<file path="config.mk">
export PLATFORM = sky130hd
export DESIGN_NAME = asr_readout
export DESIGN_NICKNAME = d
export VERILOG_FILES = /design/src/verilog/asr_pkg.sv /design/src/verilog/asr_sar.sv /design/src/verilog/asr_readout.sv
export SDC_FILE = /design/constraint.sdc
export NUM_CORES = 1
export LEC_CHECK = 0
export BUFFER_PORTS_ARGS = -buffer_cell sky130_fd_sc_hd__buf_2
export CORE_MARGIN = 4
export CORE_UTILIZATION = 40
export DETAILED_ROUTE_END_ITERATION = 6
export PLACE_DENSITY = 0.67
export SLEW_MARGIN = 25
export SYNTH_ARGS = -nofsm -noshare
export SYNTH_HDL_FRONTEND = slang
export SYNTH_HIERARCHICAL = 1
export SYNTH_SLANG_ARGS = --single-unit
export TNS_END_PERCENT = 100
</file>
<file path="constraint.sdc">
create_clock -name clk_sys_in -period 2.9 [get_ports clk_sys_in]
set_input_delay 0.29 -clock clk_sys_in [delete_from_list [all_inputs] [get_ports clk_sys_in]]
set_output_delay 0.29 -clock clk_sys_in [all_outputs]
set_load 0.005 [all_outputs]
</file>
<file path="src/verilog/asr_pkg.sv">
package asr_pkg;
    // result width and transfer framing
    localparam int RES_BITS = 10;            // bits of one conversion result
    localparam int MAX_CLKS = 16;            // longest legal transfer
    localparam int SAMPLE_START_EDGE = 3;    // sampling begins on this falling edge
    localparam int HANDOFF_EDGE = 10;        // sample held, conversion starts
    localparam int CLK_MHZ = 50;             // system clock rate
    // times in nanoseconds as printed
    localparam int FAST_WINDOW_NS = 21000;   // fast/slow boundary after tenth edge
    localparam int SEL_HOLD_NS = 1425;       // select level must hold this long
    localparam int SYNC_LOSS_NS = 9500;      // eleventh rise must come within this
    localparam int CONV_TIME_NS = 20000;     // internal conversion time, inside fast window
    // cycle counts: least times round up, longest round down
    localparam int SEL_HOLD_CYC = (SEL_HOLD_NS * CLK_MHZ + 999) / 1000;
    localparam int FAST_WINDOW_CYC = (FAST_WINDOW_NS * CLK_MHZ) / 1000;
    localparam int SYNC_LOSS_CYC = (SYNC_LOSS_NS * CLK_MHZ) / 1000;
    localparam int CONV_CYC = (CONV_TIME_NS * CLK_MHZ) / 1000;
    // sequencer states, gray along idle->shift->convert->tail
    typedef enum logic [1:0] {
        ASR_IDLE = 2'b00,
        ASR_SHIFT = 2'b01,
        ASR_CONV = 2'b11,
        ASR_TAIL = 2'b10
    } asr_state_e;
endpackage

</file>
<file path="src/verilog/asr_sar.sv">
// internal converter: runs on the system clock once handed control
module asr_sar
    import asr_pkg::*;
#(
    parameter int CONV_CYCLES = CONV_CYC  // cycles of one conversion
) (
    input wire logic clk_sys_in,                   // system clock
    input wire logic rstn_in,                      // async reset, active low
    input wire logic start_in,                     // one-cycle start pulse
    input wire logic [RES_BITS-1:0] sample_in,     // held sample code
    output logic busy_out,                         // conversion in progress
    output logic done_out,                         // one-cycle completion pulse
    output logic [RES_BITS-1:0] result_out         // output data register
);
    logic [15:0] cnt_reg; // conversion cycle count

    // count down the conversion, then load the result register
    always_ff @(posedge clk_sys_in or negedge rstn_in) begin
        if (!rstn_in) begin
            cnt_reg <= 16'h0000;
            busy_out <= 1'b0;
            done_out <= 1'b0;
            result_out <= '0;
        end else begin
            done_out <= 1'b0;
            if (start_in) begin
                cnt_reg <= 16'(CONV_CYCLES);
                busy_out <= 1'b1;
            end else if (busy_out) begin
                if (cnt_reg == 16'h0001) begin
                    busy_out <= 1'b0;
                    done_out <= 1'b1;
                    result_out <= sample_in;
                end
                cnt_reg <= cnt_reg - 16'h0001;
            end
        end
    end
endmodule // asr_sar

</file>
<file path="src/verilog/asr_readout.sv">
// Summary of operation
// - select high: ignore clock, output high-z
// - select low: enable clock, drive output
// - first ten clocks time the sampling
// - toggled modes: MSB at select fall
// - fast continuous: MSB within 21 us
// - slow continuous: MSB after sixteenth fall
// - nine more bits on next falls
// - conversion needs at least ten clocks
// - tenth fall drives output low
// - select edge valid after 1.425 us
// - eleventh rise within 9.5 us
// - done within 21 us: fast mode
// - done after 21 us: slow mode
// - select rise: high-z, clock disabled
// - select fall resets counters, control
// - sample from third to tenth fall
// - select fall aborts, keeps result; here a conversion already running still completes and loads it
// - tenth fall hands off to controller
module asr_readout
    import asr_pkg::*;
#(
    parameter int SEL_HOLD = SEL_HOLD_CYC,       // select debounce cycles
    parameter int FAST_WIN = FAST_WINDOW_CYC,    // fast window cycles
    parameter int SYNC_WIN = SYNC_LOSS_CYC,      // eleventh-rise limit cycles
    parameter int CONV_CYCLES = CONV_CYC         // conversion cycles
) (
    input wire logic clk_sys_in,                 // system clock, 50 MHz
    input wire logic rstn_in,                    // async reset, active low
    input wire logic sel_n_in,                   // chip select pin, active low
    input wire logic sclk_in,                    // shift clock pin from host
    input wire logic [RES_BITS-1:0] analog_code_in, // digitised analog input
    output logic dout_out,                       // result data pin level
    output logic dout_oe_out,                    // result pin drive enable
    output logic sampling_out,                   // sampling window open
    output logic fast_mode_out,                  // last transfer was fast
    output logic sync_lost_out                   // eleventh rise came too late
);
    logic [2:0] sel_sync_reg;    // select synchroniser
    logic [2:0] clk_sync_reg;    // shift clock synchroniser
    logic sel_stable_reg;        // debounced select level
    logic clk_level_reg;         // filtered shift clock level
    logic [15:0] hold_cnt_reg;   // select hold counter
    logic sel_fall, sel_rise, sclk_fall, sclk_rise; // edge events
    logic [4:0] edge_cnt_reg;    // falling edges this transfer
    logic [RES_BITS-1:0] shift_reg; // outgoing result bits
    logic [15:0] win_cnt_reg;    // cycles since tenth fall
    logic active;                // clock enabled, select low
    asr_state_e state_reg;       // sequencer state
    logic conv_start_reg;        // handoff pulse
    logic [RES_BITS-1:0] sample_reg; // held sample
    logic conv_busy, conv_done;  // converter status
    logic [RES_BITS-1:0] result; // output data register

    // three-stage synchronisers; stages 2 and 3 compared
    always_ff @(posedge clk_sys_in or negedge rstn_in) begin
        if (!rstn_in) begin
            sel_sync_reg <= 3'b111;
            clk_sync_reg <= 3'b000;
            clk_level_reg <= 1'b0;
        end else begin
            sel_sync_reg <= {sel_sync_reg[1:0], sel_n_in};
            clk_sync_reg <= {clk_sync_reg[1:0], sclk_in};
            if (clk_sync_reg[1] == clk_sync_reg[2]) begin
                clk_level_reg <= clk_sync_reg[2];
            end
        end
    end

    // select only counts once held for the minimum time
    always_ff @(posedge clk_sys_in or negedge rstn_in) begin
        if (!rstn_in) begin
            hold_cnt_reg <= 16'h0000;
            sel_stable_reg <= 1'b1;
        end else if (sel_sync_reg[1] != sel_sync_reg[2]
                || sel_sync_reg[2] == sel_stable_reg) begin
            hold_cnt_reg <= 16'h0000;
        end else if (hold_cnt_reg == 16'(SEL_HOLD - 1)) begin
            sel_stable_reg <= sel_sync_reg[2];
            hold_cnt_reg <= 16'h0000;
        end else begin
            hold_cnt_reg <= hold_cnt_reg + 16'h0001;
        end
    end

    assign sel_fall = sel_stable_reg && !sel_sync_reg[2] && hold_cnt_reg == 16'(SEL_HOLD - 1)
                      && sel_sync_reg[1] == sel_sync_reg[2];
    assign sel_rise = !sel_stable_reg && sel_sync_reg[2] && hold_cnt_reg == 16'(SEL_HOLD - 1)
                      && sel_sync_reg[1] == sel_sync_reg[2];
    // clock edges ignored unless select is low
    assign active = !sel_stable_reg;
    assign sclk_fall = active && clk_level_reg && clk_sync_reg[1] == clk_sync_reg[2]
                       && !clk_sync_reg[2];
    assign sclk_rise = active && !clk_level_reg && clk_sync_reg[1] == clk_sync_reg[2]
                       && clk_sync_reg[2];

    // transfer sequencer: edge count, window timer, mode decision
    always_ff @(posedge clk_sys_in or negedge rstn_in) begin
        if (!rstn_in) begin
            state_reg <= ASR_IDLE;
            edge_cnt_reg <= 5'd0;
            win_cnt_reg <= 16'h0000;
            conv_start_reg <= 1'b0;
            sample_reg <= '0;
            sampling_out <= 1'b0;
            fast_mode_out <= 1'b1;
            sync_lost_out <= 1'b0;
        end else begin
            conv_start_reg <= 1'b0;
            if (sel_fall || sel_rise) begin
                // abort any cycle here; a conversion already running in u_sar still loads the output register
                state_reg <= sel_fall ? ASR_SHIFT : ASR_IDLE;
                edge_cnt_reg <= 5'd0;
                win_cnt_reg <= 16'h0000;
                sampling_out <= 1'b0;
                sync_lost_out <= 1'b0;
            end else if (active) begin
                if (state_reg != ASR_SHIFT && win_cnt_reg != 16'hffff) begin
                    win_cnt_reg <= win_cnt_reg + 16'h0001;
                end
                if (sclk_fall && !sync_lost_out) begin
                    edge_cnt_reg <= (edge_cnt_reg == 5'(MAX_CLKS)) ? 5'd1
                                    : edge_cnt_reg + 5'd1;
                    if (edge_cnt_reg == 5'(SAMPLE_START_EDGE - 1)) begin
                        sampling_out <= 1'b1;
                    end
                    if (edge_cnt_reg == 5'(HANDOFF_EDGE - 1)) begin
                        // sample held, converter takes over
                        sampling_out <= 1'b0;
                        sample_reg <= analog_code_in;
                        conv_start_reg <= 1'b1;
                        state_reg <= ASR_CONV;
                        win_cnt_reg <= 16'h0000;
                    end
                    if (edge_cnt_reg == 5'(MAX_CLKS - 1)) begin
                        // transfer end decides fast or slow
                        fast_mode_out <= win_cnt_reg < 16'(FAST_WIN);
                        state_reg <= ASR_SHIFT;
                        edge_cnt_reg <= 5'd0;
                    end
                end
                if (sclk_rise && edge_cnt_reg == 5'(HANDOFF_EDGE)
                        && win_cnt_reg > 16'(SYNC_WIN)) begin
                    sync_lost_out <= 1'b1;
                end
                // ten-clock continuous transfer: new cycle after window
                // a lost transfer stays parked until select toggles
                if (state_reg == ASR_CONV && edge_cnt_reg == 5'(HANDOFF_EDGE)
                        && win_cnt_reg == 16'(FAST_WIN - 1) && !sync_lost_out) begin
                    state_reg <= ASR_TAIL;
                    fast_mode_out <= 1'b1;
                end
                if (state_reg == ASR_TAIL) begin
                    state_reg <= ASR_SHIFT;
                    edge_cnt_reg <= 5'd0;
                end
            end
        end
    end

    // output shifter: MSB loaded on cycle start, bits on falling edges
    always_ff @(posedge clk_sys_in or negedge rstn_in) begin
        if (!rstn_in) begin
            shift_reg <= '0;
            dout_out <= 1'b0;
            dout_oe_out <= 1'b0;
        end else begin
            // drive starts together with the msb, not a cycle after it
            dout_oe_out <= (active || sel_fall) && !sel_rise;
            if (sel_fall || (state_reg == ASR_TAIL)
                    || (active && sclk_fall && edge_cnt_reg == 5'(MAX_CLKS - 1))) begin
                shift_reg <= result;
                dout_out <= result[RES_BITS-1];
            end else if (active && sclk_fall && !sync_lost_out) begin
                if (edge_cnt_reg == 5'(HANDOFF_EDGE - 1)) begin
                    dout_out <= 1'b0;
                end else if (edge_cnt_reg < 5'(HANDOFF_EDGE - 1)) begin
                    dout_out <= shift_reg[RES_BITS-2];
                    shift_reg <= {shift_reg[RES_BITS-2:0], 1'b0};
                end
            end
        end
    end

    asr_sar #(
        .CONV_CYCLES(CONV_CYCLES)
    ) u_sar (
        .clk_sys_in(clk_sys_in),
        .rstn_in(rstn_in),
        .start_in(conv_start_reg),
        .sample_in(sample_reg),
        .busy_out(conv_busy),
        .done_out(conv_done),
        .result_out(result)
    );

    // pin is never driven while select is settled high
    a_hiz_when_idle: assert property (@(posedge clk_sys_in) disable iff (!rstn_in)
        sel_stable_reg && !$past(active) |-> !dout_oe_out)
        else $error("result pin driven while deselected");
    a_drive_on_sel: assert property (@(posedge clk_sys_in) disable iff (!rstn_in)
        sel_fall |=> dout_oe_out)
        else $error("pin not driven after select fall");
    // compare against the result as it stood when select fell
    a_msb_at_sel: assert property (@(posedge clk_sys_in) disable iff (!rstn_in)
        sel_fall |=> dout_out == $past(result[RES_BITS-1]))
        else $error("msb not presented at select fall");
    a_low_after_ten: assert property (@(posedge clk_sys_in) disable iff (!rstn_in)
        sclk_fall && !sync_lost_out && edge_cnt_reg == 5'd9 |=> !dout_out)
        else $error("output not low after tenth edge");
    a_handoff_pulse: assert property (@(posedge clk_sys_in) disable iff (!rstn_in)
        conv_start_reg |-> ##1 conv_busy)
        else $error("converter did not start");
    a_release_pin: assert property (@(posedge clk_sys_in) disable iff (!rstn_in)
        sel_rise |=> !dout_oe_out ##1 !dout_oe_out)
        else $error("pin still driven after select rise");
    a_sample_window: assert property (@(posedge clk_sys_in) disable iff (!rstn_in)
        $rose(sampling_out) |-> $past(edge_cnt_reg) == 5'd2)
        else $error("sampling opened on wrong edge");
    // only a conversion finishing on that very edge may update the register
    a_abort_keeps: assert property (@(posedge clk_sys_in) disable iff (!rstn_in)
        sel_fall |=> $stable(result) || conv_done)
        else $error("select fall changed the result");
    a_cont_msb: assert property (@(posedge clk_sys_in) disable iff (!rstn_in)
        state_reg == ASR_TAIL |=> dout_out == $past(result[RES_BITS-1]))
        else $error("msb missing in continuous mode");
endmodule // asr_readout

</file>
**Word level (Yosys, flattened, before mapping)**

Cells that the tools add are included.

- Flip-flop bits (word level): 99
- Bits of input ports: 14
- Output and inout bits: 5

- $add $sub $neg: 4
- Order comparisons: 3
- Eq/ne operators: 18
- Multiplexer cells: 49
- Bitwise logic cells: 4
- Reductions and logical operators: 56

Operators by type and width:

| kind | count |
|---|---|
| $mux W16 | 9 |
| $mux W9 | 4 |
| $add A16 B1 Y16 const B | 2 |
| $mux W5 | 6 |
| $logic_and A1 B1 Y1 | 23 |
| $mux W1 | 23 |
| $eq A16 B1 Y1 const B | 1 |
| $eq A16 B11 Y1 const B | 1 |
| $eq A16 B7 Y1 const B | 1 |
| $gt A16 B9 Y1 const B | 1 |
| $lt A16 B11 Y1 const B | 1 |
| $ne A16 B16 Y1 const B | 1 |
| $sub A16 B1 Y16 const B | 1 |
| $eq A5 B4 Y1 const B | 3 |
| $mux W2 | 7 |
| $reduce_bool A2 Y1 | 7 |
| $reduce_and A3 Y1 | 4 |
| $reduce_bool A3 Y1 | 3 |
| $reduce_and A2 Y1 | 4 |
| $reduce_and A4 Y1 | 2 |
| $logic_not A1 Y1 | 6 |
| $add A5 B1 Y5 const B | 1 |
| $eq A5 B2 Y1 const B | 1 |
| $eq A5 B5 Y1 const B | 1 |
| other kinds (10) | 21 |

**Logic depth before layout (Yosys ltp)**

Gate-level depths: netlist (run 1).

- Word-level depth: 10
- Gate-level depth with buffers: 9
- Mapped depth without buffers: 8

**Modules after synthesis**

The synthesis (run 1) kept the hierarchy.

Modules (own cells, without submodules):

| module | instances | cells an instance | area each (um2) |
|---|---|---|---|
| asr_readout | 1 | 389 | 3,902.5 |
| asr_sar | 1 | 116 | 1,311.3 |

**Worst setup path after synthesis (run 1)**

No wires, ideal clock.

- Kind: reg2reg
- Start point: reg u_sar.cnt_reg[8]
- End point: reg u_sar.result_out[0]
- Setup time: 125 ps
- Arrival: 2,200 ps
- Setup slack: 575 ps
- Cell stages (with the launch flop): 6
- Buffers on the path: 1
- Clock period less this slack: 2,325 ps
- Cells stage by stage: dfrtp_1 -> or4_1 -> buf_2 -> or2_4 -> nor4_4 -> mux2_2

- Longest elaborated chain between the ends: 2

RTL lines:

| item | RTL line | RTL |
|---|---|---|
| start, declared | asr_sar.sv:15 | `logic [15:0] cnt_reg;` |
| start signal, assigned | asr_sar.sv:27 | `cnt_reg <= 16'(CONV_CYCLES);` |
| start signal, assigned | asr_sar.sv:35 | `cnt_reg <= cnt_reg - 16'h0001;` |
| $eq A16 B1 Y1 | asr_sar.sv:30 | `if (cnt_reg == 16'h0001) begin` |
| $reduce_and A3 Y1 (no line) | - |  |
| end signal, assigned | asr_sar.sv:33 | `result_out <= sample_in;` |
| end, declared | asr_sar.sv:13 | `output logic [RES_BITS-1:0] result_out` |

Every way passes these cells.
A chain may end at the register's enable or synchronous reset.

**Worst setup path in the final report (run 1)**

- Start point: reg edge_cnt_reg[1]
- End point: reg sample_reg[9]

- Longest elaborated chain between the ends: 2

RTL lines:

| item | RTL line | RTL |
|---|---|---|
| start, declared | asr_readout.sv:45 | `logic [4:0] edge_cnt_reg;` |
| start signal, assigned | asr_readout.sv:122 | `edge_cnt_reg <= (edge_cnt_reg == 5'(MAX_CLKS)) ? 5'd1` |
| $eq A5 B4 Y1 | asr_readout.sv:127 | `if (edge_cnt_reg == 5'(HANDOFF_EDGE - 1)) begin` |
| $reduce_and A4 Y1 (no line) | - |  |
| end signal, assigned | asr_readout.sv:130 | `sample_reg <= analog_code_in;` |
| end, declared | asr_readout.sv:51 | `logic [RES_BITS-1:0] sample_reg;` |

Every way passes these cells.

==> impl_metrics.sql, run 1 <==
INSERT INTO impl_metrics (metric_group, metric, value, unit) VALUES
('timing', 'hold_viol_final', '0', ''),
('global_route', 'global_route_wire_length_before_repair', '17800', 'um'),
('pwr', 'pwr_density_cell', '722', 'mW/mm^2'),
('timing', 'maxClockFrequency', '405', 'MHz'),
('timing', 'tightest_slew', '0.636', 'ns'),
('yosys', 'post_synthesis_instance_area', '0.00518', 'mm^2'),
('cells_and_area', 'layout-area-overhead-vs-synth', '10.3', '%'),
('die', 'fp.dieArea', '0.0148', 'mm^2'),
('pwr', 'vdd.ir_drop.worst', '299', 'uV'),
('route', 'route.detailed.drc', '0', ''),
('cells_and_area', 'fin_util', '45.1', '%'),
('cells_and_area', 'layout.area.seq', '0.00248', 'mm^2'),
('worst_setup_path', 'critPathMaxFanout', '11', ''),
('timing', 'setup_tns', '0', 'ns'),
('clocking', 'tritoncts.num_buffers', '9', ''),
('timing', 'slew_headroom', '57.6', '%'),
('clocking', 'cts-resized-gates', '0', ''),
('global_route', 'global_route_usage_over_all_layers', '14.9', '%'),
('placed_design', 'gp_routability_congestion', '0.867', ''),
('die', 'die_x', '122', 'um'),
('die', 'placementRows', '41', ''),
('cells_and_area', 'layout.filler_cells', '1178', ''),
('die', 'y_dimension_of_the_die', '122', 'um'),
('route', 'detailroute.via_count', '3766', ''),
('worst_setup_path', 'timing.critical_path.required', '3.13', 'ns'),
('global_route', 'grt_max_degree', '53', ''),
('yosys', 'synth-warning-count', '6', ''),
('worst_setup_path', 'ff_to_ff_path_depth', '6', ''),
('timing', 'timing.clock.skew', '0.00719', 'ns'),
('clocking', 'cts-htree-levels', '3', ''),
('run', 'max_cap_violations', '0', ''),
('worst_setup_path', 'worstPathCellList', 'inv_1 > ha_1 > or4bb_1 > nor3_4 > and3_4 > mux2_2', ''),
('timing', 'finalCritPeriodShare', '85.2', '%'),
('min_path', 'number_of_cells_traversed_by_the_worst_hold_path', '1', ''),
('route', 'routed_wl', '10400', 'um'),
('worst_setup_path', 'path_class', 'flop to flop', ''),
('route', 'firstDrtPassIters', '5', ''),
('clocking', 'cts-root-to-sink-buffers', '2', ''),
('clocking', 'clkTransAtPathRegs', '0.07', 'ns'),
('die', 'starting_density_of_the_core', '40.9', '%'),
('cells_and_area', 'insertedDiodeCount', '0', ''),
('timing', 'timing_max_transition_violations_final', '0', ''),
('clocking', 'cts.root.buffer_cell', 'sky130_fd_sc_hd__clkbuf_16', ''),
('yosys', 'synthesis.area_per_instance', '10.3', 'um^2'),
('timing', 'unrepaired_setup_endpoints_after_global_routing', 'no', ''),
('route', 'antenna_left', '0', ''),
('yosys', 'synth_nets', '529', ''),
('global_route', 'antenna_found_initial', '0', ''),
('route', 'vias_per_cell', '5.43', ''),
('route', 'drt_iter0_drc', '304', ''),
('die', 'boundaryPins', '19', ''),
('worst_setup_path', 'worstPathArrival', '2.70', 'ns'),
('worst_setup_path', 'rrSetupSlack', '0.43', 'ns'),
('cells_and_area', 'fin_nets', '544', ''),
('clocking', 'ctsHoldBuffers', '1', ''),
('min_path', 'holdCritPathClass', 'input pin to flop', ''),
('worst_setup_path', 'critical-path-slowest-cell', 'sky130_fd_sc_hd__or4bb_1', ''),
('placed_design', 'io_buffer_count', '18', ''),
('placed_design', 'dp_hpwl', '7260', 'um'),
('cells_and_area', 'multiInputGateArea', '0.00254', 'mm^2'),
('die', 'core_region_area', '0.0127', 'mm^2'),
('worst_setup_path', 'worst_path_largest_cell_delay', '0.56', 'ns'),
('worst_setup_path', 'setup.worst_path.start_class', 'flop', ''),
('clocking', 'clock_latency_at_the_later_pin_of_the_worst_skew_pair', '0.35', 'ns'),
('cells_and_area', 'final_layout_size_suffix_gt1_share', '16.1', '%'),
('timing', 'setup-violations-final', '0', ''),
('route', 'avgRoutedWirePerCell', '15.0', 'um'),
('pwr', 'power_leakage', '2.48', 'nW'),
('global_route', 'number_of_global_route_vias_before_repair', '3605', ''),
('global_route', 'globalRoute.totalOverflow', '0', ''),
('clocking', 'tritoncts_num_sinks', '99', ''),
('clocking', 'post-cts-setup-buffers', '0', ''),
('worst_setup_path', 'critical_path.endpoint_type', 'flop', ''),
('outcome', 'run_status', 'finished, final reports clean', ''),
('timing', 'post-route-min-period', '2.47', 'ns'),
('yosys', 'syn-instance-count', '503', ''),
('clocking', 'cts_tree', 'yes', '');
cells in the final DEF (no fill, tap or decap), drive strengths merged, types with 2 or more instances in the layout:
master	count
o41ai	2
dfstp	5
nand4	9
clkbuf	10
a21oi	19
mux2	22
xnor2	14
o31ai	6
nor4	12
nor3	21
a31oi	2
clkinvlp	2
inv	15
a21o	3
mux2i	16
ha	12
and4b	2
o31a	3
clkinv	2
nand2b	15
nand3b	2
or2	4
xor2	9
and2	6
and4	4
nand2	40
o21ai	20
nand3	23
or3b	2
a21boi	2
a211oi	4
or3	9
nor2	43
or4b	3
and3	11
dfrtp	94
or4	10
nor2b	3
buf	23
metal layers:
metal  GRT usage [%]  part of all wire (%)  wire length, um  up-vias
met2            23.2                    47             4940       60
met4            6.86                   2.2              227        0
met1            20.4                    48             4980     1839
met5               0                     0                0        -
li1                -                     -                -     1852
met3            2.74                   2.6              275       15
worst max-delay path, delay by kind of cell (launching register included):
family        cells  cell delay, ns
simple gates      3            1.25
flops             1            0.46
mux               1            0.36
fa+ha+maj         1            0.17
buf+inv           1            0.12
report_power, final:
part | internal (mW) | total [mW] | switching [mW]
sequential | 1.62 | 1.92 | 0.299
combinational | 0.515 | 1.09 | 0.576
clock | 0.603 | 1.12 | 0.518
through the flow:
step	hold WS, ns	instance area [um^2]	instances	worst slack [ns]	power (mW)
floorplan	-0.00559	5180	503	0.582	2.75
global placement	0.342	5430	678	0.515	2.97
detailed placement	0.336	5430	678	0.478	3.02
CTS	0.0351	5720	694	0.445	4.16
global route	0.0362	5720	694	0.298	4.37
finish	0.0453	5720	694	0.430	4.13
cell type report:
cell class / count / share of cell area (%)
clock buffers: 10 / 4.18
clock inverters: 5 / 0.656
inverters: 14 / 0.919
multi-input cells: 370 / 44.4
flip-flops and latches: 99 / 43.4
well taps: 172 / 3.76
repair buffers: 24 / 2.67
worst paths after layout:
check,start,to
setup / recovery,edge_cnt_reg[1],sample_reg[9]
hold / removal,sel_n_in,sel_sync_reg[0]
setup reg to reg,edge_cnt_reg[1],sample_reg[9]
hold reg to reg,clk_sync_reg[0],clk_sync_reg[1]
max in group asynchronous,rstn_in,fast_mode_out
min in group asynchronous,rstn_in,win_cnt_reg[11]
No activity file was read; power rests on OpenSTA's default activity.
==> inputs of run 2 (changes only) <==
Settings changed: ABC_AREA set to 1, PLACE_DENSITY 0.67 to 0.66.
==> impl_metrics.sql, run 2 <==
INSERT INTO impl_metrics (metric_group, metric, value, unit) VALUES
('placed_design', 'gp_routability_congestion', '0.861', ''),
('route', 'detailroute.via_count', '4441', ''),
('die', 'placementRows', '42', ''),
('cells_and_area', 'most_used_cells_in_the_layout_excluding_fill_and_tap_cells', '157 x sky130_fd_sc_hd__nand2_1, 96 x sky130_fd_sc_hd__nor2_1, 94 x sky130_fd_sc_hd__dfrtp_1', ''),
('clocking', 'cts_tree', 'yes', ''),
('die', 'y_dimension_of_the_die', '125', 'um'),
('timing', 'setup-violations-final', '0', ''),
('worst_setup_path', 'worstPathArrival', '2.56', 'ns'),
('clocking', 'tritoncts.num_buffers', '9', ''),
('global_route', 'grt_util_met3', '3.24', '%'),
('yosys', 'post_synthesis_instance_area', '0.00550', 'mm^2'),
('timing', 'setup_tns', '0', 'ns'),
('global_route', 'antenna_found_initial', '0', ''),
('global_route', 'grt_max_degree', '69', ''),
('timing', 'timing.clock.skew', '0.0113', 'ns'),
('clocking', 'cts-root-to-sink-buffers', '2', ''),
('pwr', 'power_leakage', '3.00', 'nW'),
('die', 'boundaryPins', '19', ''),
('global_route', 'globalRoute.busiestLayer', 'met2', ''),
('worst_setup_path', 'setup.worst_path.start_class', 'flop', ''),
('cells_and_area', 'stdcell_area', '0.00606', 'mm^2'),
('clocking', 'clock_latency_at_the_later_pin_of_the_worst_skew_pair', '0.36', 'ns'),
('timing', 'tightest_slew', '0.866', 'ns'),
('cells_and_area', 'insertedDiodeCount', '0', ''),
('worst_setup_path', 'timing.critical_path.required', '3.20', 'ns'),
('route', 'firstDrtPassIters', '4', ''),
('route', 'vias_per_cell', '4.85', ''),
('timing', 'slew_headroom', '42.3', '%'),
('timing', 'finalCritPeriodShare', '78.0', '%'),
('timing', 'hold-worst-slack', '0.0379', 'ns'),
('yosys', 'syn-instance-count', '711', ''),
('timing', 'hold_viol_final', '0', ''),
('worst_setup_path', 'critPathMaxFanout', '11', ''),
('placed_design', 'dpl_cell_area', '0.00577', 'mm^2'),
('clocking', 'clkTransAtPathRegs', '0.07', 'ns'),
('route', 'routed_wl', '11000', 'um'),
('clocking', 'post-cts-setup-buffers', '0', ''),
('yosys', 'synthesis.area_per_instance', '7.74', 'um^2'),
('timing', 'maxClockFrequency', '442', 'MHz'),
('clocking', 'tritoncts_num_sinks', '99', ''),
('placed_design', 'place_ws', '0.617', 'ns'),
('min_path', 'holdCritPathClass', 'input pin to async pin', ''),
('pwr', 'net-switching-power', '1.72', 'mW'),
('pwr', 'clockPowerShare', '26.2', '%'),
('pwr', 'internal-power', '2.80', 'mW'),
('clocking', 'cts.root.buffer_cell', 'sky130_fd_sc_hd__clkbuf_16', ''),
('worst_setup_path', 'path_class', 'flop to flop', ''),
('global_route', 'globalRoute.totalOverflow', '0', ''),
('timing', 'post-route-min-period', '2.26', 'ns'),
('pwr', 'pwr_density_cell', '745', 'mW/mm^2'),
('worst_setup_path', 'critical_path.endpoint_type', 'flop', ''),
('global_route', 'global_route_usage_over_all_layers', '14.8', '%'),
('pwr', 'pwr-share-seq', '42.3', '%'),
('timing', 'unrepaired_setup_endpoints_after_global_routing', 'no', ''),
('die', 'fp.dieArea', '0.0157', 'mm^2'),
('pwr', 'vdd.ir_drop.worst', '596', 'uV'),
('global_route', 'number_of_global_route_vias_before_repair', '4179', ''),
('clocking', 'ctsHoldBuffers', '0', ''),
('cells_and_area', 'final_layout_size_suffix_gt1_share', '13.5', '%'),
('cells_and_area', 'layout-area-overhead-vs-synth', '10.2', '%'),
('route', 'drt_iter0_drc', '260', ''),
('yosys', 'synth_nets', '737', ''),
('pwr', 'power.switching_fraction', '38.0', '%'),
('global_route', 'grt_util_met1', '20.1', '%'),
('clocking', 'cts-htree-levels', '3', ''),
('timing', 'timing_max_transition_violations_final', '0', ''),
('pwr', 'comb_power_share', '31.5', '%'),
('pwr', 'total_power', '4.52', 'mW'),
('placed_design', 'dp_hpwl', '8120', 'um'),
('die', 'core_region_area', '0.0133', 'mm^2'),
('run', 'max_cap_violations', '0', ''),
('die', 'starting_density_of_the_core', '41.2', '%'),
('timing', 'fin_ws', '0.638', 'ns'),
('cells_and_area', 'fin_nets', '760', ''),
('yosys', 'synth-warning-count', '6', ''),
('route', 'avgRoutedWirePerCell', '12.0', 'um'),
('die', 'die_x', '125', 'um'),
('clocking', 'cts-resized-gates', '0', ''),
('global_route', 'global_route_wire_length_before_repair', '19400', 'um'),
('placed_design', 'io_buffer_count', '18', ''),
('route', 'antenna_left', '0', ''),
('cells_and_area', 'final_common_cell', 'sky130_fd_sc_hd__nand2_1', ''),
('outcome', 'run_status', 'finished, final reports clean', ''),
('global_route', 'grt_util_met2', '23.6', '%'),
('route', 'route.detailed.drc', '0', '');
==> run 2: power groups by stage <==
stage,Clock (mW),Combinational [mW],Sequential (mW)
finish,1.18,1.42,1.91
global route,1.28,1.66,1.96
CTS,1.23,1.44,1.91
detailed placement,0,1.43,1.93
global placement,0,1.41,1.93
floorplan,0,1.16,1.86
==> run 2: area by class of cell <==
cell class / count / area [um^2]
multi-input cells: 504 / 2580
inverters: 100 / 378
fillers: 1395 / 7280
repair buffers: 20 / 108
clock buffers: 10 / 239
clock inverters: 6 / 57.6
flip-flops and latches: 99 / 2480
well taps: 176 / 220
==> run 2: layer usage <==
layer  routed length, um  vias up
met5                   0        -
met4                 161        0
met3                 411       10
met2                5020       77
met1                5370     2013
li1                    -     2341
==> run 2: metrics by stage <==
step                      std cells  utilization [%]
after global placement          899             43.2
final                           915             45.4
after CTS                       915             45.4
after global routing            915             45.4
after detailed placement        899             43.2
after floorplan                 711                -
==> run 2: critical path, cell delays in order, from the launching register on <==
cell and delay (ns):
sky130_fd_sc_hd__dfstp_2 0.62, sky130_fd_sc_hd__inv_1 0.09, sky130_fd_sc_hd__ha_1 0.22, sky130_fd_sc_hd__inv_1 0.07, sky130_fd_sc_hd__nor2_2 0.06, sky130_fd_sc_hd__nand3_4 0.12
sky130_fd_sc_hd__nand2_1 0.09, sky130_fd_sc_hd__nor2_1 0.17, sky130_fd_sc_hd__nand2_1 0.28, sky130_fd_sc_hd__inv_1 0.33, sky130_fd_sc_hd__nand2_1 0.09, sky130_fd_sc_hd__nand2_1 0.06
==> run 2: path summary, 6_finish.rpt <==
path	startpoint	to	slack [ns]	cells after the start
max in group asynchronous	rstn_in	u_sar/result_out[8]	2.10	2
setup / recovery	sel_stable_reg	sample_reg[9]	0.64	11
hold / removal	rstn_in	hold_cnt_reg[0]	0.04	1
min in group clk_sys_in	sel_n_in	sel_sync_reg[0]	0.04	1
hold reg to reg	sel_sync_reg[0]	sel_sync_reg[1]	0.36	0
setup reg to reg	sel_stable_reg	sample_reg[9]	0.64	11
==> inputs of run 3 (changes only) <==
Settings changed: ABC_AREA 1 to 0, PLACE_DENSITY 0.66 to 0.69.
Clock period 2.9 ns to 1.83 ns, I/O delays scaled along.
==> impl_metrics.sql, run 3 (synthesis results as in run 1) <==
INSERT INTO impl_metrics (metric_group, metric, value, unit) VALUES
('timing', 'slew_headroom', '65.4', '%'),
('cells_and_area', 'final_common_cell', 'sky130_fd_sc_hd__buf_4', ''),
('pwr', 'pwr_density_cell', '1100', 'mW/mm^2'),
('pwr', 'power_leakage', '3.35', 'nW'),
('route', 'vias_per_cell', '5.50', ''),
('timing', 'fin_ws', '-0.289', 'ns'),
('timing', 'hold_viol_final', '0', ''),
('global_route', 'grt_max_degree', '44', ''),
('timing', 'maxClockFrequency', '472', 'MHz'),
('route', 'route.detailed.drc', '0', ''),
('timing', 'hold-worst-slack', '0.0589', 'ns'),
('timing', 'post-route-min-period', '2.12', 'ns'),
('clocking', 'cts-root-to-sink-buffers', '2', ''),
('cells_and_area', 'insertedDiodeCount', '0', ''),
('global_route', 'antenna_found_initial', '0', ''),
('route', 'detailroute.via_count', '4585', ''),
('clocking', 'clkTransAtPathRegs', '0.07', 'ns'),
('die', 'y_dimension_of_the_die', '122', 'um'),
('worst_setup_path', 'ff_to_ff_path_depth', '6', ''),
('die', 'fp.dieArea', '0.0148', 'mm^2'),
('outcome', 'violations', 'negative setup slack', ''),
('clocking', 'tritoncts.num_buffers', '9', ''),
('cells_and_area', 'stdcell_area', '0.00756', 'mm^2'),
('global_route', 'globalRoute.totalOverflow', '0', ''),
('route', 'avgRoutedWirePerCell', '17.7', 'um'),
('cells_and_area', 'most_used_cells_in_the_layout_excluding_fill_and_tap_cells', '112 x sky130_fd_sc_hd__buf_4, 94 x sky130_fd_sc_hd__dfrtp_1, 39 x sky130_fd_sc_hd__nor2_1', ''),
('route', 'routed_wl', '14800', 'um'),
('worst_setup_path', 'path_class', 'flop to flop', ''),
('worst_setup_path', 'critical_path.endpoint_type', 'flop', ''),
('timing', 'timing_max_transition_violations_final', '0', ''),
('run', 'max_cap_violations', '0', ''),
('outcome', 'run_status', 'finished with violations', ''),
('die', 'starting_density_of_the_core', '40.9', '%'),
('worst_setup_path', 'rrSetupSlack', '-0.29', 'ns'),
('timing', 'setup-violations-final', '58', ''),
('worst_setup_path', 'timing.critical_path.required', '2.06', 'ns'),
('route', 'drt_iter0_drc', '240', ''),
('placed_design', 'dp_hpwl', '8720', 'um'),
('placed_design', 'gp_routability_congestion', '0.839', ''),
('cells_and_area', 'final_layout_size_suffix_gt1_share', '45.0', '%'),
('global_route', 'global_route_usage_over_all_layers', '19.9', '%'),
('route', 'antenna_left', '0', ''),
('timing', 'finalCritPeriodShare', '116', '%'),
('clocking', 'cts_tree', 'yes', ''),
('worst_setup_path', 'critPathMaxFanout', '6', ''),
('route', 'firstDrtPassIters', '5', ''),
('die', 'die_x', '122', 'um'),
('worst_setup_path', 'worstPathArrival', '2.35', 'ns'),
('global_route', 'global_route_wire_length_before_repair', '23400', 'um'),
('timing', 'timing.clock.skew', '0.00970', 'ns'),
('min_path', 'holdCritPathClass', 'input pin to flop', ''),
('die', 'placementRows', '41', ''),
('cells_and_area', 'fin_nets', '683', ''),
('min_path', 'number_of_cells_traversed_by_the_worst_hold_path', '2', ''),
('placed_design', 'io_buffer_count', '18', ''),
('clocking', 'cts-htree-levels', '3', ''),
('pwr', 'vdd.ir_drop.worst', '808', 'uV'),
('timing', 'tightest_slew', '0.516', 'ns'),
('clocking', 'cts.root.buffer_cell', 'sky130_fd_sc_hd__clkbuf_16', ''),
('die', 'core_region_area', '0.0127', 'mm^2'),
('timing', 'unrepaired_setup_endpoints_after_global_routing', 'yes', ''),
('clocking', 'clock_latency_at_the_later_pin_of_the_worst_skew_pair', '0.35', 'ns'),
('placed_design', 'place_ws', '-0.338', 'ns'),
('clocking', 'tritoncts_num_sinks', '99', ''),
('die', 'boundaryPins', '19', ''),
('placed_design', 'dpl_cell_area', '0.00634', 'mm^2'),
('cells_and_area', 'layout-area-overhead-vs-synth', '45.9', '%'),
('worst_setup_path', 'setup.worst_path.start_class', 'flop', ''),
('global_route', 'number_of_global_route_vias_before_repair', '4654', '');
==> run 3: cell types whose count changed in the layout (fill, tap and decap cells not counted), moves of 25 or more <==
cell,change
sky130_fd_sc_hd__nand3_1,-35
sky130_fd_sc_hd__inv_1,-78
sky130_fd_sc_hd__nor2_1,-57
sky130_fd_sc_hd__buf_4,+109
sky130_fd_sc_hd__o21ai_0,-25
sky130_fd_sc_hd__nand2_1,-119
==> run 3: per-stage QoR <==
step | setup TNS, ns | instances | power [mW] | util (%)
2_1_floorplan | -8.70 | 503 | 4.48 | -
3_3_place_gp | -9.90 | 782 | 5.45 | 50.0
3_5_place_dp | -13.52 | 782 | 5.57 | 50.0
4_1_cts | -7.57 | 823 | 7.96 | 57.5
5_1_grt | -13.88 | 834 | 8.78 | 59.7
6_report | -9.92 | 834 | 8.35 | 59.7
==> run 3: worst max-delay path, cell delays in order, from the launching register on <==
cell	delay, ns
sky130_fd_sc_hd__dfrtp_1	0.40
sky130_fd_sc_hd__inv_2	0.10
sky130_fd_sc_hd__ha_4	0.15
sky130_fd_sc_hd__or4bb_4	0.50
sky130_fd_sc_hd__nor3_4	0.22
sky130_fd_sc_hd__and3_4	0.32
sky130_fd_sc_hd__mux2_4	0.32
==> run 3: final timing paths <==
path / from / endpoint
max in group asynchronous: rstn_in / u_sar/cnt_reg[15]
worst min-delay path: analog_code_in[3] / sample_reg[3]
worst min register to register: clk_sync_reg[0] / clk_sync_reg[1]
worst max register to register: edge_cnt_reg[1] / sample_reg[2]
min in group asynchronous: rstn_in / win_cnt_reg[10]
worst max-delay path: edge_cnt_reg[1] / sample_reg[2]
==> run 3: what timing repair did <==
action                                  in CTS  in global routing
hold endpoints to repair                    24                  0
gates cloned                                 6                  0
endpoints found under the setup margin      63                 68
resized for setup                           96                 38
buffers inserted                            16                 11
pin swaps                                   36                 21
hold buffers                                 3                  0
==> run 3: layer usage <==
layer / global-route usage, % / vias to the layer above / part of all wire [%]
met1: 25.7 / 2268 / 42
met5: 0 / - / 0
met4: 5.74 / 0 / 2.2
met3: 4.64 / 37 / 5.0
met2: 33.5 / 146 / 51
li1: - / 2134 / -
==> run 3: power breakdown <==
group | switching, mW | internal, mW
clock | 0.907 | 1.09
sequential | 0.239 | 2.56
combinational | 1.76 | 1.79
total | 2.90 | 5.44
==> run 3: area by class of cell <==
class                      instances  area [um^2]
clock inverter                     7         83.8
fill                            1014         5110
timing repair buffer             157         1290
sequential                        99         2480
multi-input combinational        376         3200
inverter                          14         55.1
tap                              172          215
clock buffer                       9          225
